==> src/logic/fscond_pkg.sv <==
// fscond_pkg: constants shared by the field signal conditioning block
// assumes: one 25 MHz clock, registers reached through a decoded command port
package fscond_pkg;

    // ****************************************
    // widths
    // ****************************************
    localparam int DATA_W  = 16;
    localparam int ADDR_W  = 4;
    localparam int VAL_W   = 14;
    localparam int PART_W  = 7;
    localparam int TEMP_W  = 8;
    localparam int CIS_W   = 13;
    localparam int CIS_N   = 4;

    // ****************************************
    // register indices
    // ****************************************
    localparam logic [3:0] IDX_MODE   = 4'h0;
    localparam logic [3:0] IDX_BAND   = 4'h1;
    localparam logic [3:0] IDX_LINTC  = 4'h2;
    localparam logic [3:0] IDX_QUADTC = 4'h3;
    localparam logic [3:0] IDX_GAIN   = 4'h4;
    localparam logic [3:0] IDX_OFFSET = 4'h5;
    localparam logic [3:0] IDX_LOWLIM = 4'h6;
    localparam logic [3:0] IDX_UPLIM  = 4'h7;
    localparam logic [3:0] IDX_CIS0   = 4'h8;
    localparam logic [3:0] IDX_LOCK   = 4'hc;
    localparam logic [3:0] IDX_VALUE  = 4'hd;

    // ****************************************
    // mode and lock register fields
    // ****************************************
    localparam int MODE_CIS_EN_BIT = 0;
    localparam int MODE_RANGE_LSB  = 2;
    localparam int MODE_FILTER_BIT = 4;
    localparam int MODE_FMT_LSB    = 6;
    localparam logic [1:0] FMT_PLAIN  = 2'h0;
    localparam logic [1:0] FMT_MUX    = 2'h1;
    localparam logic [1:0] FMT_BURNIN = 2'h2;
    localparam int LOCK_ENGAGE_BIT = 0;

    // ****************************************
    // reset values
    // ****************************************
    localparam logic [7:0]  MODE_RST   = 8'h00;
    localparam logic [1:0]  BAND_RST   = 2'h1;
    localparam logic [4:0]  LINTC_RST  = 5'h0f;
    localparam logic [2:0]  QUADTC_RST = 3'h1;
    localparam logic [13:0] GAIN_RST   = 14'h0400;
    localparam logic [10:0] OFFSET_RST = 11'h200;
    localparam logic [7:0]  LOWLIM_RST = 8'h00;
    localparam logic [8:0]  UPLIM_RST  = 9'h1ff;

    // ****************************************
    // processing scale
    // ****************************************
    localparam logic [13:0] VAL_CENTER   = 14'h2000;
    localparam logic [13:0] VAL_MAX      = 14'h3fff;
    localparam int GAIN_SHIFT   = 10;
    localparam int OFFSET_SHIFT = 4;
    localparam int LIMIT_SHIFT  = 5;
    localparam int PPM_SHIFT    = 20;
    localparam int TC_STEP_PPM  = 40;
    localparam int QUADRATIC_TEMP_COEFF_STEP    = 1;
    localparam logic [13:0] SAW_STEP_SLOW = 14'h0001;
    localparam logic [13:0] SAW_STEP_FAST = 14'h0002;

    // ****************************************
    // timing
    // ****************************************
    localparam int CLK_MHZ           = 25;
    localparam int REFRESH_PERIOD_US = 2000;
    localparam int REFRESH_CYCLES    = REFRESH_PERIOD_US * CLK_MHZ;

    // band base coefficient in ppm/K
    function automatic logic signed [12:0] band_base(input logic [1:0] b);
        case (b)
            2'h0:    band_base = -13'sd3100;
            2'h2:    band_base = -13'sd1750;
            2'h1:    band_base = -13'sd500;
            default: band_base = 13'sd450;
        endcase
    endfunction : band_base

endpackage : fscond_pkg

==> src/logic/fscond_path_if.sv <==
// fscond_path_if: settings and samples from the register side to the path
// assumes: both ends on core_clk
`timescale 1ns/1ns
interface fscond_path_if;
    import fscond_pkg::*;
    logic        [1:0]        band;
    logic        [4:0]        lin_tc;
    logic        [2:0]        quad_tc;
    logic        [13:0]       gain;
    logic        [10:0]       offset;
    logic        [7:0]        low_lim;
    logic        [8:0]        up_lim;
    logic                     burn_in;
    logic                     fast_saw;
    logic        [VAL_W-1:0]  field;
    logic                     field_valid;
    logic signed [TEMP_W-1:0] temp;
    logic        [VAL_W-1:0]  result;

    modport cfg (output band, lin_tc, quad_tc, gain, offset, low_lim,
                 up_lim, burn_in, fast_saw, field, field_valid, temp,
                 input result);
    modport path (input band, lin_tc, quad_tc, gain, offset, low_lim,
                  up_lim, burn_in, fast_saw, field, field_valid, temp,
                  output result);
endinterface : fscond_path_if

==> src/logic/fscond_path.sv <==
// fscond_path: gain, offset and limit processing with burn-in stimulus
// assumes: samples arrive as unsigned codes centred on mid-scale
`timescale 1ns/1ns
module fscond_path
    import fscond_pkg::*;
(
    // clock and reset
    input  wire logic core_clk,
    input  wire logic rst,
    // settings and result
    fscond_path_if.path p
);

    logic [VAL_W-1:0] saw_reg, saw_next;
    logic [VAL_W-1:0] result_reg, result_next;

    always_comb begin
        logic signed [14:0] f;
        logic signed [13:0] g;
        logic signed [12:0] coef;
        logic signed [23:0] ppm;
        logic signed [38:0] gdelta;
        logic signed [15:0] geff;
        logic signed [31:0] prod;
        logic signed [17:0] sum;
        logic signed [17:0] lo;
        logic signed [17:0] hi;
        logic signed [17:0] off;
        f = '0; g = '0; coef = '0; ppm = '0; gdelta = '0; geff = '0;
        prod = '0; sum = '0; lo = '0; hi = '0; off = '0;
        saw_next    = saw_reg;
        result_next = result_reg;
        if (p.field_valid) begin
            // internal stimulus replaces the field in burn
            saw_next = saw_reg + (p.fast_saw ? SAW_STEP_FAST : SAW_STEP_SLOW);
            f = p.burn_in ? $signed({1'b0, saw_reg}) - $signed({1'b0, VAL_CENTER})
                          : $signed({1'b0, p.field})
                            - $signed({1'b0, VAL_CENTER});
            // band base plus linear step, then quadratic term
            coef = band_base(p.band)
                 + 13'(TC_STEP_PPM * int'(p.lin_tc));
            ppm = 24'(coef * p.temp)
                + 24'(QUADRATIC_TEMP_COEFF_STEP * int'(p.quad_tc) * p.temp * p.temp);
            g = $signed(p.gain);
            gdelta = 39'(g * ppm);
            geff = 16'(g) + 16'(gdelta >>> PPM_SHIFT);
            prod = 32'(f * geff);
            off = 18'($signed(p.offset)) <<< OFFSET_SHIFT;
            sum = 18'(prod >>> GAIN_SHIFT) + off;
            lo = 18'({p.low_lim, 5'h00});
            hi = 18'({p.up_lim, 5'h00});
            if (off < 0 && hi > off + 18'(VAL_MAX))
                hi = off + 18'(VAL_MAX);
            if (hi > 18'(VAL_MAX))
                hi = 18'(VAL_MAX);
            if (sum > hi)
                sum = hi;
            if (sum < lo)
                sum = lo;
            if (sum < 0)
                sum = '0;
            result_next = sum[VAL_W-1:0];
        end
    end

    always_ff @(posedge core_clk) begin
        if (rst) begin
            saw_reg    <= '0;
            result_reg <= VAL_CENTER;
        end else begin
            saw_reg    <= saw_next;
            result_reg <= result_next;
        end
    end

    assign p.result = result_reg;

endmodule : fscond_path

==> src/logic/fscond_top.sv <==
// fscond_top: configuration set, lock and output formatting of the
// field signal conditioning block
// assumes: command port already deframed from supply modulation; the
// non-volatile lock bits are presented on nv_lock_bits at power-up
`timescale 1ns/1ns
module fscond_top
    import fscond_pkg::*;
#(
    parameter int REFRESH_CNT = REFRESH_CYCLES,
    parameter logic [CIS_N*CIS_W-1:0] CIS_INIT = '0
)(
    // clock and reset
    input  wire logic                     core_clk,
    input  wire logic                     rst,
    // command port
    input  wire logic                     cmd_valid,
    input  wire logic                     cmd_write,
    input  wire logic [ADDR_W-1:0]        cmd_addr,
    input  wire logic [DATA_W-1:0]        cmd_wdata,
    output logic                          resp_valid_reg,
    output logic      [DATA_W-1:0]        resp_data_reg,
    // sensor samples
    input  wire logic [VAL_W-1:0]         field_in,
    input  wire logic                     field_valid,
    input  wire logic signed [TEMP_W-1:0] temp_in,
    // output pin direction sense and converter code
    input  wire logic                     out_pulled_up,
    output logic      [VAL_W-1:0]         dac_code_reg,
    // converter and filter settings
    output logic      [1:0]               field_range_reg,
    output logic                          filter_corner_reg,
    // non-volatile lock bits
    input  wire logic [1:0]               nv_lock_bits,
    output logic      [1:0]               nv_lock_store_reg
);

    // ****************************************
    // registers
    // ****************************************
    logic [7:0]       mode_reg,   mode_next;
    logic [1:0]       band_reg,   band_next;
    logic [4:0]       lintc_reg,  lintc_next;
    logic [2:0]       quadtc_reg, quadtc_next;
    logic [13:0]      gain_reg,   gain_next;
    logic [10:0]      offset_reg, offset_next;
    logic [7:0]       lowlim_reg, lowlim_next;
    logic [8:0]       uplim_reg,  uplim_next;
    logic [CIS_W-1:0] cis_reg [CIS_N];
    logic [CIS_W-1:0] cis_next [CIS_N];
    logic [1:0]       lock_reg,   lock_next;
    logic             locked_reg, locked_next;
    logic             boot_reg,   boot_next;
    logic             rv_next;
    logic [DATA_W-1:0] rd_next;

    logic [1:0]       fmt;
    logic             wr_ok;
    logic [VAL_W-1:0] value;

    function automatic logic [VAL_W-1:0] rev_bits(input logic [VAL_W-1:0] v);
        for (int i = 0; i < VAL_W; i++)
            rev_bits[i] = v[VAL_W-1-i];
    endfunction : rev_bits

    function automatic logic hit(input logic [ADDR_W-1:0] a,
                                 input logic [3:0] idx);
        hit = (a == idx);
    endfunction : hit

    assign fmt   = mode_reg[MODE_FMT_LSB +: 2];
    // a locked device takes no command at all
    assign wr_ok = cmd_valid && cmd_write && !locked_reg;

    // ****************************************
    // register writes and reads
    // ****************************************
    always_comb begin
        mode_next   = mode_reg;
        band_next   = band_reg;
        lintc_next  = lintc_reg;
        quadtc_next = quadtc_reg;
        gain_next   = gain_reg;
        offset_next = offset_reg;
        lowlim_next = lowlim_reg;
        uplim_next  = uplim_reg;
        lock_next   = lock_reg;
        locked_next = locked_reg;
        boot_next   = 1'b0;
        cis_next    = cis_reg;
        rv_next     = 1'b0;
        rd_next     = '0;
        if (boot_reg) begin
            // lock takes effect only from the stored copy at power-up
            lock_next   = nv_lock_bits;
            locked_next = nv_lock_bits[LOCK_ENGAGE_BIT];
        end else if (wr_ok) begin
            if (hit(cmd_addr, IDX_MODE))   mode_next   = cmd_wdata[7:0];
            if (hit(cmd_addr, IDX_BAND))   band_next   = cmd_wdata[1:0];
            if (hit(cmd_addr, IDX_LINTC))  lintc_next  = cmd_wdata[4:0];
            if (hit(cmd_addr, IDX_QUADTC)) quadtc_next = cmd_wdata[2:0];
            if (hit(cmd_addr, IDX_GAIN))   gain_next   = cmd_wdata[13:0];
            if (hit(cmd_addr, IDX_OFFSET)) offset_next = cmd_wdata[10:0];
            if (hit(cmd_addr, IDX_LOWLIM)) lowlim_next = cmd_wdata[7:0];
            if (hit(cmd_addr, IDX_UPLIM))  uplim_next  = cmd_wdata[8:0];
            // set-only: nothing clears a lock bit once written
            if (hit(cmd_addr, IDX_LOCK))
                lock_next = lock_reg | cmd_wdata[1:0];
            for (int i = 0; i < CIS_N; i++)
                if (hit(cmd_addr, IDX_CIS0 + 4'(i))
                        && mode_reg[MODE_CIS_EN_BIT])
                    cis_next[i] = cmd_wdata[CIS_W-1:0];
        end
        if (!boot_reg && cmd_valid && !cmd_write && !locked_reg) begin
            rv_next = 1'b1;
            case (cmd_addr)
                IDX_MODE:   rd_next = DATA_W'(mode_reg);
                IDX_BAND:   rd_next = DATA_W'(band_reg);
                IDX_LINTC:  rd_next = DATA_W'(lintc_reg);
                IDX_QUADTC: rd_next = DATA_W'(quadtc_reg);
                IDX_GAIN:   rd_next = DATA_W'(gain_reg);
                IDX_OFFSET: rd_next = DATA_W'(offset_reg);
                IDX_LOWLIM: rd_next = DATA_W'(lowlim_reg);
                IDX_UPLIM:  rd_next = DATA_W'(uplim_reg);
                IDX_LOCK:   rd_next = DATA_W'(lock_reg);
                IDX_VALUE:  rd_next = DATA_W'(rev_bits(value));
                default: begin
                    rd_next = '0;
                    for (int i = 0; i < CIS_N; i++)
                        if (hit(cmd_addr, IDX_CIS0 + 4'(i)))
                            rd_next = DATA_W'(cis_reg[i]);
                end
            endcase
        end
    end

    always_ff @(posedge core_clk) begin
        if (rst) begin
            mode_reg       <= MODE_RST;
            band_reg       <= BAND_RST;
            lintc_reg      <= LINTC_RST;
            quadtc_reg     <= QUADTC_RST;
            gain_reg       <= GAIN_RST;
            offset_reg     <= OFFSET_RST;
            lowlim_reg     <= LOWLIM_RST;
            uplim_reg      <= UPLIM_RST;
            lock_reg       <= '0;
            locked_reg     <= 1'b0;
            boot_reg       <= 1'b1;
            resp_valid_reg <= 1'b0;
            resp_data_reg  <= '0;
            for (int i = 0; i < CIS_N; i++)
                cis_reg[i] <= CIS_INIT[i*CIS_W +: CIS_W];
        end else begin
            mode_reg       <= mode_next;
            band_reg       <= band_next;
            lintc_reg      <= lintc_next;
            quadtc_reg     <= quadtc_next;
            gain_reg       <= gain_next;
            offset_reg     <= offset_next;
            lowlim_reg     <= lowlim_next;
            uplim_reg      <= uplim_next;
            lock_reg       <= lock_next;
            locked_reg     <= locked_next;
            boot_reg       <= boot_next;
            resp_valid_reg <= rv_next;
            resp_data_reg  <= rd_next;
            cis_reg        <= cis_next;
        end
    end

    // ****************************************
    // processing path
    // ****************************************
    fscond_path_if pif ();

    assign pif.band        = band_reg;
    assign pif.lin_tc      = lintc_reg;
    assign pif.quad_tc     = quadtc_reg;
    assign pif.gain        = gain_reg;
    assign pif.offset      = offset_reg;
    assign pif.low_lim     = lowlim_reg;
    assign pif.up_lim      = uplim_reg;
    assign pif.burn_in     = (fmt == FMT_BURNIN);
    assign pif.fast_saw    = mode_reg[MODE_FILTER_BIT];
    assign pif.field       = field_in;
    assign pif.field_valid = field_valid;
    assign pif.temp        = temp_in;
    assign value           = pif.result;

    fscond_path u_path (
        .core_clk (core_clk),
        .rst      (rst),
        .p        (pif.path)
    );

    // ****************************************
    // output formatting
    // ****************************************
    logic [31:0]      refresh_reg, refresh_next;
    logic [VAL_W-1:0] held_reg,    held_next;
    logic [VAL_W-1:0] dac_next;

    always_comb begin
        refresh_next = refresh_reg;
        held_next    = held_reg;
        // latched value refreshes once per refresh period
        if (refresh_reg >= 32'(REFRESH_CNT - 1)) begin
            refresh_next = '0;
            held_next    = value;
        end else begin
            refresh_next = refresh_reg + 32'h0000_0001;
        end
        case (fmt)
            FMT_PLAIN, FMT_BURNIN:
                // 12-bit converter code kept in the upper bits
                dac_next = {value[VAL_W-1:2], 2'h0};
            default:
                dac_next = out_pulled_up
                    ? VAL_W'(held_reg[VAL_W-1 -: PART_W])
                    : VAL_W'(held_reg[PART_W-1:0]);
        endcase
    end

    always_ff @(posedge core_clk) begin
        if (rst) begin
            refresh_reg       <= '0;
            held_reg          <= VAL_CENTER;
            dac_code_reg      <= VAL_CENTER;
            field_range_reg   <= '0;
            filter_corner_reg <= 1'b0;
            nv_lock_store_reg <= '0;
        end else begin
            refresh_reg       <= refresh_next;
            held_reg          <= held_next;
            dac_code_reg      <= dac_next;
            field_range_reg   <= mode_reg[MODE_RANGE_LSB +: 2];
            filter_corner_reg <= mode_reg[MODE_FILTER_BIT];
            nv_lock_store_reg <= lock_reg;
        end
    end

endmodule : fscond_top
==> config.mk <==
export PLATFORM = sky130hd
export DESIGN_NAME = fscond_top
export DESIGN_NICKNAME = d
export VERILOG_FILES = /design/src/logic/fscond_pkg.sv /design/src/logic/fscond_path_if.sv /design/src/logic/fscond_path.sv /design/src/logic/fscond_top.sv
export SDC_FILE = /design/constraint.sdc
export NUM_CORES = 2
export LEC_CHECK = 0
export BUFFER_PORTS_ARGS = -buffer_cell sky130_fd_sc_hd__buf_2
export CORE_ASPECT_RATIO = 1.1
export CORE_UTILIZATION = 60
export DETAILED_ROUTE_END_ITERATION = 10
export GPL_TIMING_DRIVEN = 0
export PLACE_DENSITY = 0.81
export SLEW_MARGIN = 0
export SYNTH_ARGS = -nofsm -noshare
export SYNTH_HDL_FRONTEND = slang
export SYNTH_SLANG_ARGS = --single-unit
==> constraint.sdc <==
create_clock -name core_clk -period 32.3 [get_ports core_clk]
set_clock_uncertainty 0.15 [all_clocks]
set_input_delay 1.615 -clock core_clk [delete_from_list [all_inputs] [get_ports core_clk]]
set_output_delay 1.615 -clock core_clk [all_outputs]
set_load 0.05 [all_outputs]
==> metrics.md <==
| Metric | Value |
|---|---|
| I/O Buffers | 73 |
| CTS max path bufs | 3 |
| Gr usage total | 32.3% |
| Minimum clock period | 30960 ps |
| Cell depth of the worst flop-to-flop path | 111 |
| Crit-path max cell delay | 730 ps |
| Synth cell count leaders | 881 x inv_1, 719 x fa_1, 653 x nand2_1 |
| Initial DRC count | 2234 |
| Syn Inst Count | 4385 |
| Max Cap Violations | 0 |
| Grt ovf | 0 |
| Least-Margin Pin Slew | 1170 ps |
| Kind of end point of the critical path | flop |
| Share of cells above drive strength 1 | 3.89% |
| Max FFs per register | 52 |
| Inserted Clock Buffers | 23 |
| Routed WL | 101000 um |
| Status | complete, but fails checks |
| Most frequent cell after synthesis | inv_1 |
| Syn_area_per_cell | 8.74 sq um |
| HPWL after detailed placement | 83700 um |
| Final setup viols | 0 |
| Slew margin rel. | 21.1% |
| WHS Path Cells | 1 |
| Antenna Nets Post-Route | 0 |
| Fin cells | 5354 |
| Failing checks | DRC |
| Vias in the first global route | 32000 |
| Residual DRC | 2 |
| Largest net degree at the start of global routing | 18 |
| Top-area cell type share of the netlist area | 37.5% |
| Die span in y | 267 um |
| Placed cell count | 5312 |
| Slew Viols, Final | 0 |
| Die area | 64900 sq um |
| CTS Root Cell | clkbuf_16 |
| Clk_lat worst skew | 510 ps |
| CP Launch Type | input port |
| FILL cells | 5121 |
| Synth area leaders | fa_1 38%, dfxtp_1 12%, ha_1 11% |
| Yosys warnings | 0 |
| Detail-routed net length per standard cell | 18.8 um |
| Post-synthesis instance area | 38300 sq um |
| Via count | 30600 |
| Post-synthesis register bit count | 224 |
| Critical path peak fanout | 10 |
| Fin. Hold Viols | 0 |
| H-tree levels | 1 |
| Largest area contributor in the netlist | fa_1 |
| Hold crit path type | reg2reg |
| WS Path Type | in2reg |
| CP dominant cell by count | fa_1 |
| Top FF cell, synth | dfxtp_1 |
| First-pass GRT wire length | 166000 um |
| Core ar. | 62800 sq um |
| Initial Util | 61.0% |
| I/O Pins | 86 |
| Ys async rst share | 0% |
| CTS clock-pin slew for the worst setup and hold paths | 60 ps |
| Clock sinks | 224 |
| Pre-antenna DRT Iters | 9 |
| Netlist cell types | 73 |
| Worst EP arrival | 31240 ps |
| Net count, final | 5594 |
| Area grow syn2layout | 6.31% |
| Die width | 243 um |
| Req. time, crit path | 32580 ps |
| Worst hold margin | 305 ps |
| Final Wtd Congestion | 0.973 |
| Final worst-path cycle share | 95.8% |
| Post-DR vias/cell | 5.71 |
| Post-synthesis sequential area ratio | 11.7% |
| Initial antenna violation count | 2 |
| Post-synth EDFFs | 0 |
| Row Count | 96 |
| Critical path's slowest cell | xor2_1 |
| Fmax | 32.3 MHz |
| CTS tree | done |
per-layer routing:
metal  GRT usage, %  vias to the layer above  part of all wire (%)
met3           3.95                      372                   7.5
met2           55.4                     1370                    49
met1           40.1                    15200                    38
li1               -                    13700                     -
met5              0                        -                 0.028
met4           16.6                        2                   6.2
cell usage in the layout (no fill, tap or decap), types with 29 or more instances in the layout:
master    count
a21o_1       40
a21oi_1     186
and2_1      242
and3_1       33
buf_2        75
clkbuf_1    151
dfxtp_1     224
fa_1        717
ha_1        322
inv_1       881
mux2i_1      43
nand2_1     653
nand2b_1     49
nand3_1      47
nor2_1      248
nor2b_1      31
nor3_1       29
o21ai_0      43
xnor2_1     109
xor2_1       42
worst max-delay path: cells and delay by family:
family | cells | cell delay, ps
compound gates | 37 | 8550
fa+ha+maj | 28 | 11960
simple gates | 19 | 3670
buf+inv | 20 | 2530
xor+xnor | 7 | 2490
mux | 1 | 420
repair_timing:
item	in CTS	in global routing
setup endpoints to repair	8	14
pin swaps	0	1
hold buffers	0	0
resized for setup	1	41
buffers inserted	0	1
through the flow:
stage          instance area [sq um]  TNS [ps]  worst slack, ps  util [%]
2_1_floorplan                  38400         0             3470         -
3_3_place_gp                   39800    -11750            -1020      63.4
3_5_place_dp                   39800     -5390             -600      63.4
4_1_cts                        40600         0             6.28      64.6
5_1_grt                        40800      -507             -148      64.9
6_report                       40800         0             1340      64.9
kinds of logic (layout without fill, tap and decap cells):
kind of cell	after synthesis	in the layout	share of synthesized area [%]
flops	224	224	11.7
simple gates	1397	1397	16.8
other cells	2	24	0.0196
fa+ha+maj	1041	1041	48.1
compound gates	446	446	7.49
buf+inv	1046	1160	10.3
xor+xnor	164	164	3.89
mux	65	65	1.83
final cells by class:
cell class	count	area, sq um	area share (%)
inverters	883	3310	8.13
repair buffers	75	378	0.927
diodes	2	5.00	0.0123
clock buffers	32	649	1.59
plain buffers	161	626	1.53
well taps	833	1040	2.56
clock inverters	9	134	0.328
multi-input cells	3135	30100	73.9
flip-flops and latches	224	4480	11.0
worst paths after layout:
kind                                endpoint                   startpoint  slack, ps
max          u_path.p.result[2]$_SDFFE_PP0P_                   temp_in[3]       1340
min                refresh_reg[0]$_SDFF_PP0_    refresh_reg[0]$_SDFF_PP0_        310
max reg2reg  u_path.p.result[2]$_SDFFE_PP0P_  pif.quad_tc[0]$_SDFFE_PP1P_       1810
min reg2reg        refresh_reg[0]$_SDFF_PP0_    refresh_reg[0]$_SDFF_PP0_        310
Power is left out: the tool's default activity adds up to more than one toggle a clock period on the data nets, which glitch-free logic cannot reach.
